### src/trap_regs_pkg.sv
// Purpose: shared constants and types for the trap summary and firmware base block
// Assumes: 64-bit processor-register data path
// Notes: register selects are internal codes
package trap_regs_pkg;

    localparam int DATA_W = 64;
    localparam int REG_IDX_W = 5;
    localparam int SEL_W = 2;

    // ************************************************************
    // register selects
    // ************************************************************
    localparam logic [SEL_W-1:0] SEL_TRAP_SUMMARY = 2'h1;
    localparam logic [SEL_W-1:0] SEL_FIRMWARE_BASE = 2'h2;

    // ************************************************************
    // trap summary field positions
    // ************************************************************
    localparam int SUM_SEXT_HI = 63;
    localparam int SUM_SEXT_LO = 48;
    localparam int SUM_REQ_HI = 47;
    localparam int SUM_REQ_LO = 42;
    localparam int SUM_EXTEND_ERR = 41;
    localparam int SUM_FETCH_LOC = 13;
    localparam int SUM_REG_HI = 12;
    localparam int SUM_REG_LO = 8;
    localparam int SUM_INT_PIPE = 7;
    localparam int SUM_FLAG_HI = 6;
    localparam int SUM_FLAG_LO = 1;
    localparam int SUM_SOFT = 0;

    // ************************************************************
    // firmware base field
    // ************************************************************
    localparam int BASE_HI = 43;
    localparam int BASE_LO = 15;
    localparam int BASE_W = BASE_HI - BASE_LO + 1;
    localparam logic [BASE_W-1:0] BASE_RESET = 29'h0000000;

    // kind of instruction that trapped
    typedef enum logic [1:0] {
        KIND_OTHER = 2'h0,
        KIND_OPERATE = 2'h1,
        KIND_LOAD = 2'h3,
        KIND_STORE = 2'h2
    } instr_kind_e;

    // six status requests, msb first: convert overflow, inexact, underflow,
    // overflow, divide by zero, invalid
    typedef struct packed {
        logic request_convert_overflow_status;
        logic request_inexact_status;
        logic request_underflow_status;
        logic request_overflow_status;
        logic request_divzero_status;
        logic request_invalid_status;
    } status_req_s;

    // six trap flags, msb first (bits 6 down to 1)
    typedef struct packed {
        logic convert_overflow_flag;
        logic rounding_loss_flag;
        logic underflow_flag;
        logic float_overflow_flag;
        logic zero_divisor_flag;
        logic bad_operation_flag;
    } trap_flags_s;

    // everything captured at trap delivery
    typedef struct packed {
        status_req_s req;
        logic return_address_extend_error;
        logic fetch_fault_location;
        instr_kind_e kind;
        logic [REG_IDX_W-1:0] rc_field;
        logic [REG_IDX_W-1:0] ra_field;
        logic int_pipe;
        trap_flags_s flags;
        logic soft_completion_flag;
    } trap_info_s;

endpackage : trap_regs_pkg

### src/firmware_base_reg.sv
// Purpose: firmware base address holding register
// Assumes: cleared only by chip reset
// Notes: sleep wake-up and fault reset do not touch it
`timescale 1ns/100ps
`default_nettype none
module firmware_base_reg (
    // clock and reset
    input wire logic core_clk,
    input wire logic rst_n,
    input wire logic clk_en,
    // write port
    input wire logic wr_en,
    input wire logic [trap_regs_pkg::BASE_W-1:0] wr_data,
    // stored value
    output logic [trap_regs_pkg::BASE_W-1:0] base_r
);
    import trap_regs_pkg::*;

    always_ff @(posedge core_clk) begin
        if (!rst_n) begin
            base_r <= BASE_RESET;
        end else if (clk_en && wr_en) begin
            base_r <= wr_data;
        end
    end

endmodule : firmware_base_reg
`default_nettype wire

### src/trap_summary_and_handler_base.sv
// Purpose: trap summary capture and firmware base register
// Assumes: trap_deliver pulses for one cycle when a trap reaches the handler
// Assumes: trap_info is stable while trap_deliver is high
// Notes: firmware accesses via privileged register read/write strobes
// Notes: reserved bits read zero and summary writes are dropped
`timescale 1ns/100ps
`default_nettype none
module trap_summary_and_handler_base (
    // clock and reset
    input wire logic core_clk,
    input wire logic rst_n,
    input wire logic clk_en,
    // trap delivery from the pipeline
    input wire logic trap_deliver,
    input wire trap_regs_pkg::trap_info_s trap_info,
    // privileged register access
    input wire logic [trap_regs_pkg::SEL_W-1:0] reg_sel,
    input wire logic privileged_register_read,
    input wire logic privileged_register_write,
    input wire logic [trap_regs_pkg::DATA_W-1:0] wr_data,
    output logic [trap_regs_pkg::DATA_W-1:0] rd_data,
    // firmware base to the fetch unit
    output logic [trap_regs_pkg::DATA_W-1:0] firmware_base
);
    import trap_regs_pkg::*;

    // ************************************************************
    // select decoding
    // ************************************************************
    // compares one register select against one register code
    function automatic logic sel_match(
        input logic [SEL_W-1:0] sel,
        input logic [SEL_W-1:0] code
    );
        return sel == code;
    endfunction : sel_match

    // ************************************************************
    // captured summary fields
    // ************************************************************
    status_req_s req_r;
    logic extend_err_r;
    logic fetch_loc_r;
    logic [REG_IDX_W-1:0] reg_idx_r;
    logic int_pipe_r;
    trap_flags_s flags_r;
    logic soft_r;
    logic [REG_IDX_W-1:0] reg_idx_nxt;

    // ************************************************************
    // summary and read path wires
    // ************************************************************
    wire logic [SUM_SEXT_HI-SUM_SEXT_LO:0] sext_field;
    logic [SUM_REQ_HI-SUM_REQ_LO:0] req_field;
    logic [SUM_REG_HI-SUM_REG_LO:0] reg_field;
    logic [SUM_FLAG_HI-SUM_FLAG_LO:0] flag_field;
    logic [DATA_W-1:0] summary_word;
    logic [DATA_W-1:0] sum_read;
    logic [DATA_W-1:0] base_read;
    logic [DATA_W-1:0] rd_nxt;

    // ************************************************************
    // firmware base path wires
    // ************************************************************
    logic [BASE_W-1:0] base_val;
    logic [BASE_W-1:0] base_wr_field;
    logic [DATA_W-1:0] base_word;
    logic base_wr;

    // ************************************************************
    // access qualifiers
    // ************************************************************
    logic take_trap;
    logic take_read;
    logic take_write;
    logic sel_summary;
    logic sel_base;

    // clk_en low freezes every register, so each strobe is gated here
    assign take_trap = clk_en && trap_deliver;
    assign take_read = clk_en && privileged_register_read;
    assign take_write = clk_en && privileged_register_write;
    assign sel_summary = sel_match(reg_sel, SEL_TRAP_SUMMARY);
    assign sel_base = sel_match(reg_sel, SEL_FIRMWARE_BASE);

    // ************************************************************
    // register index selection
    // ************************************************************
    // operate uses result field; load and store use first operand field
    assign reg_idx_nxt = (trap_info.kind == KIND_OPERATE) ? trap_info.rc_field
                                                          : trap_info.ra_field;

    // ************************************************************
    // trap capture, one short process per field group
    // ************************************************************
    // float control status requests
    always_ff @(posedge core_clk) begin
        if (!rst_n) begin
            req_r <= '0;
        end else if (take_trap) begin
            req_r <= trap_info.req;
        end
    end

    // fetch fault reporting
    always_ff @(posedge core_clk) begin
        if (!rst_n) begin
            extend_err_r <= 1'b0;
            fetch_loc_r <= 1'b0;
        end else if (take_trap) begin
            extend_err_r <= trap_info.return_address_extend_error;
            fetch_loc_r <= trap_info.fetch_fault_location;
        end
    end

    // register index, undefined outside load, store and operate traps
    always_ff @(posedge core_clk) begin
        if (!rst_n) begin
            reg_idx_r <= '0;
        end else if (take_trap) begin
            reg_idx_r <= reg_idx_nxt;
        end
    end

    // arithmetic trap flags and software completion
    always_ff @(posedge core_clk) begin
        if (!rst_n) begin
            int_pipe_r <= 1'b0;
            flags_r <= '0;
            soft_r <= 1'b0;
        end else if (take_trap) begin
            int_pipe_r <= trap_info.int_pipe;
            flags_r <= trap_info.flags;
            soft_r <= trap_info.soft_completion_flag;
        end
    end

    // ************************************************************
    // summary word assembly, reserved bits zero
    // ************************************************************
    // upper bits repeat the convert overflow request
    generate
        for (genvar sx = 0; sx < SUM_SEXT_HI - SUM_SEXT_LO + 1; sx = sx + 1) begin : g_sext
            assign sext_field[sx] = req_r.request_convert_overflow_status;
        end
    endgenerate

    assign req_field = req_r;
    assign reg_field = reg_idx_r;
    assign flag_field = flags_r;

    always_comb begin
        summary_word = '0;
        summary_word[SUM_SEXT_HI:SUM_SEXT_LO] = sext_field;
        summary_word[SUM_REQ_HI:SUM_REQ_LO] = req_field;
        summary_word[SUM_EXTEND_ERR] = extend_err_r;
        summary_word[SUM_FETCH_LOC] = fetch_loc_r;
        summary_word[SUM_REG_HI:SUM_REG_LO] = reg_field;
        summary_word[SUM_INT_PIPE] = int_pipe_r;
        summary_word[SUM_FLAG_HI:SUM_FLAG_LO] = flag_field;
        summary_word[SUM_SOFT] = soft_r;
    end

    // ************************************************************
    // firmware base register
    // ************************************************************
    // own module so that only chip reset clears the base
    assign base_wr_field = wr_data[BASE_HI:BASE_LO];
    assign base_wr = take_write && sel_base;

    firmware_base_reg firmware_base_reg_i (
        .core_clk(core_clk),
        .rst_n(rst_n),
        .clk_en(clk_en),
        .wr_en(base_wr),
        .wr_data(base_wr_field),
        .base_r(base_val)
    );

    always_comb begin
        base_word = '0;
        base_word[BASE_HI:BASE_LO] = base_val;
    end

    // ************************************************************
    // firmware base output to the fetch unit
    // ************************************************************
    assign firmware_base = base_word;

    // ************************************************************
    // read port, summary writes ignored
    // ************************************************************
    // unmapped selects leave both terms zero
    assign sum_read = sel_summary ? summary_word : '0;
    assign base_read = sel_base ? base_word : '0;
    assign rd_nxt = sum_read | base_read;

    always_ff @(posedge core_clk) begin
        if (!rst_n) begin
            rd_data <= '0;
        end else if (take_read) begin
            rd_data <= rd_nxt;
        end
    end

endmodule : trap_summary_and_handler_base
`default_nettype wire

### config.mk
export PLATFORM = sky130hd
export DESIGN_NAME = trap_summary_and_handler_base
export DESIGN_NICKNAME = d
export VERILOG_FILES = /design/src/trap_regs_pkg.sv /design/src/firmware_base_reg.sv /design/src/trap_summary_and_handler_base.sv
export SDC_FILE = /design/constraint.sdc
export NUM_CORES = 1
export LEC_CHECK = 0
export BUFFER_PORTS_ARGS = -buffer_cell sky130_fd_sc_hd__buf_2
export CAP_MARGIN = 5
export CELL_PAD_IN_SITES_DETAIL_PLACEMENT = 0
export CELL_PAD_IN_SITES_GLOBAL_PLACEMENT = 2
export CORE_MARGIN = 8
export CORE_UTILIZATION = 26
export CTS_CLUSTER_DIAMETER = 150
export DETAILED_ROUTE_END_ITERATION = 7
export MAX_ROUTING_LAYER = met4
export PLACE_DENSITY_LB_ADDON = 0.1
export SYNTH_ARGS = -nofsm -noshare
export SYNTH_HDL_FRONTEND = slang
export SYNTH_SLANG_ARGS = --single-unit
### constraint.sdc
create_clock -name core_clk -period 1.31 [get_ports core_clk]
set_input_delay 0.131 -clock core_clk [delete_from_list [all_inputs] [get_ports core_clk]]
set_output_delay 0.131 -clock core_clk [all_outputs]
set_load 0.01 [all_outputs]
==> results.md <==
- CP Cell Sequence: buf_2
- N_diodes: 0
- CP Data Required Time: 1.18 ns
- Number of CTS-inserted buffers: 9
- Area grow syn2layout: 24.5%
- Reg2reg setup slack: 0.50 ns
- Clk sink count: 97
- Root Buffer: clkbuf_16
- Placed Area: 4740 sq um
- Die Height: 140 microns
- Max Buffers Root-to-Sink: 2
- Final min period: 1.09 ns
- H-tree Lvls: 3
- Share of cells above drive strength 1: 0.322
- Crit path launch: rd_data[62]
- Post-route DRC: 0
- # port buffers: 156
- Post-Synth Adder-Cell Area: 0
- CTS tree: yes
- Post-CTS setup buffers: 0
- Post-synth design cell area: 4020 sq um
- Num ports: 228
- Setup TNS Final: 0 ns
- Worst r2r dst: rd_data[43]
- Sequential element share of the synthesized area: 0.483
- Fin nets: 667
- Crit path max fanout: 18
- Wirelength per Cell: 15.9 microns
- Hold_sp: wr_data[27]
- WP depth: 1
- PwrDens: 1180 nW/um^2
- Final Cycle Share: 0.833
- Worst vdd ir: 0.659 mV
- Post-layout util: 0.331
- Compound-Gate Fraction of Synth Area: 0.186
- DP Wirelength: 8800 microns
- Final max-slew violation count: 0
- Worst skew pair latency: 0.34 ns
- RSZ-0062 raised after global routing: no
- Synth unique cells: 23
- Setup CP Type: flop to output pin
- Final Skew: 0.00294 ns
- Critical Path End: rd_data[58]
- Grt ovf: 0
- Core Rows: 45
- Die area: 19,700 sq um
- CP delay by family, top: flip-flops
- Post-Synthesis Cells: 436
- DRT antenna net count: 0
- Seq cells post-synth: 97
- Die Wd: 140 microns
- Crit start category: flop
- Outcome: completed
- # hold bufs at CTS: 0
- GP Congestion: 0.731
- Worst reg2reg path depth: 2
- Via/cell ratio: 4.29
- Drt first pass iters: 4
- Routed vias: 3,255
- Post-synthesis xor/xnor area fraction: 0
- Main combinational cell family by area after synthesis: compound AO/OA/AOI/OAI gates
- MaxCap Viol Count: 0
- GRT Util Overall: 0.125
- Max stage delay on crit path: 0.45 ns
- CTS clk-pin slew, worst paths: 0.07 ns
- Hold violation total from the final report: 0
- Initial Utilization: 0.266
- Core footprint: 15,100 sq um
- DR iter-0 viols: 116
- First-pass GRT wire length: 18,700 microns
- HP Class: input port to flop
- Slowest library cell on the worst path: dfxtp_2
- Simple-Gate Fraction of Synth Area: 0.177
- Critical path endpoint category: output pin
- Leak: 0.00224 uW
- Finished Cell Area: 5010 sq um
- F_max: 916 MHz
- Antenna violations before repair: 0
- Syn avg cell area: 9.22 sq um
- Mux contribution to synthesized area: 0.0124
- Worst r2r src: rd_data[43]
- # setup viols final: 0
- Cts repair resizes: 0
- Vias in the first global route: 3,270
- Yosys warns: 0
- Routed Wire Length: 12,000 microns
- Worst Path Buf+Inv: 1
- Largest net degree at the start of global routing: 55
- CP arrival: 0.96 ns
-- where the power goes --
part	total, uW	internal (uW)	leakage, uW	switching [uW]
Combinational	470	197	0.00132	273
Sequential	3040	3010	0.000786	32.8
Clock	2400	1320	0.000135	1090
-- worst min path at each step --
stage	end	slack, ns	depth (start not counted)
2_1_floorplan	firmware_base_reg_i.base_r[0]	0.27	2
3_3_place_gp	firmware_base_reg_i.base_r[22]	0.38	3
3_5_place_dp	firmware_base_reg_i.base_r[22]	0.38	3
4_1_cts	firmware_base_reg_i.base_r[22]	0.009	3
5_1_grt	firmware_base_reg_i.base_r[22]	0.02	3
6_report	firmware_base_reg_i.base_r[12]	0.03	3
-- synth_stat cells, drive strengths merged --
| cell | instances | area, sq um |
|---|---|---|
| nand4b | 1 | 8.76 |
| a221o | 3 | 30.0 |
| buf | 71 | 522 |
| mux2i | 5 | 50.1 |
| nand2b | 1 | 6.26 |
| and2 | 1 | 6.26 |
| a21boi | 45 | 338 |
| and4b | 3 | 30.0 |
| a22oi | 44 | 330 |
| nor3b | 2 | 15.0 |
| conb | 1 | 3.75 |
| o21ai | 5 | 25.0 |
| nor2b | 44 | 275 |
| dfxtp | 97 | 1940 |
| nand3 | 1 | 5.00 |
| nand2 | 92 | 345 |
| clkbuf | 12 | 45.0 |
| and3 | 3 | 18.8 |
| a21oi | 5 | 25.0 |
-- flip-flops by register name, indices dropped and copies added (netlist names) --
| name | count |
|---|---|
| extend_err_r | 1 |
| fetch_loc_r | 1 |
| firmware_base_reg_i.base_r | 29 |
| flag_field | 6 |
| int_pipe_r | 1 |
| rd_data | 47 |
| reg_field | 5 |
| req_field | 6 |
| soft_r | 1 |
-- layout make-up --
cell class / instances / area, sq um
Clock buffer: 11 / 243
Sequential cell: 97 / 1940
Multi-Input combinational cell: 291 / 1650
Tap cell: 188 / 235
Clock inverter: 4 / 20.0
Fill cell: 1619 / 10100
Timing Repair Buffer: 168 / 921
-- metrics by stage --
stage / total power (uW) / hold slack (ns) / setup slack, ns / std cells
after floorplan: 3440 / 0.266 / 0.363 / 471
after CTS: 6040 / 0.00908 / 0.0331 / 759
final: 5910 / 0.0302 / 0.219 / 759
after detailed placement: 3580 / 0.382 / 0.144 / 744
after global routing: 6220 / 0.0177 / 0.141 / 759
after global placement: 3580 / 0.381 / 0.155 / 744
-- kinds of logic after synthesis --
group | count (synthesis)
compound gates | 102
buf+inv | 83
mux | 5
simple gates | 148
flops | 97
other cells | 1
-- metal layers --
| layer | vias to the layer above | global-route usage | routed length [microns] |
|---|---|---|---|
| met5 | - | - | 0 |
| met4 | 0 | 0.0274 | 97 |
| met3 | 7 | 0.0476 | 928 |
| met2 | 113 | 0.195 | 5590 |
| met1 | 1497 | 0.149 | 5430 |
| li1 | 1638 | - | - |
-- cell usage in the layout, fill, tap and decap left out --
cell         n
nor2b_1     44
and3_1       3
dfxtp_1     96
and2_1       1
and4b_1      3
buf_2      156
clkinv_2     4
nand2_2      1
nand2_1     91
a22oi_1     44
nand2b_1     1
buf_4        8
a21boi_1    11
nor3b_1      2
mux2i_1      5
clkbuf_1     1
o21ai_0      5
dfxtp_2      1
nand3_1      1
a21boi_0    34
a21oi_1      5
conb_1      36
clkbuf_8     1
nand4b_1     1
a221o_1      3
buf_12       4
clkbuf_16    9
Note: power is estimated with default switching activity, not from simulation.
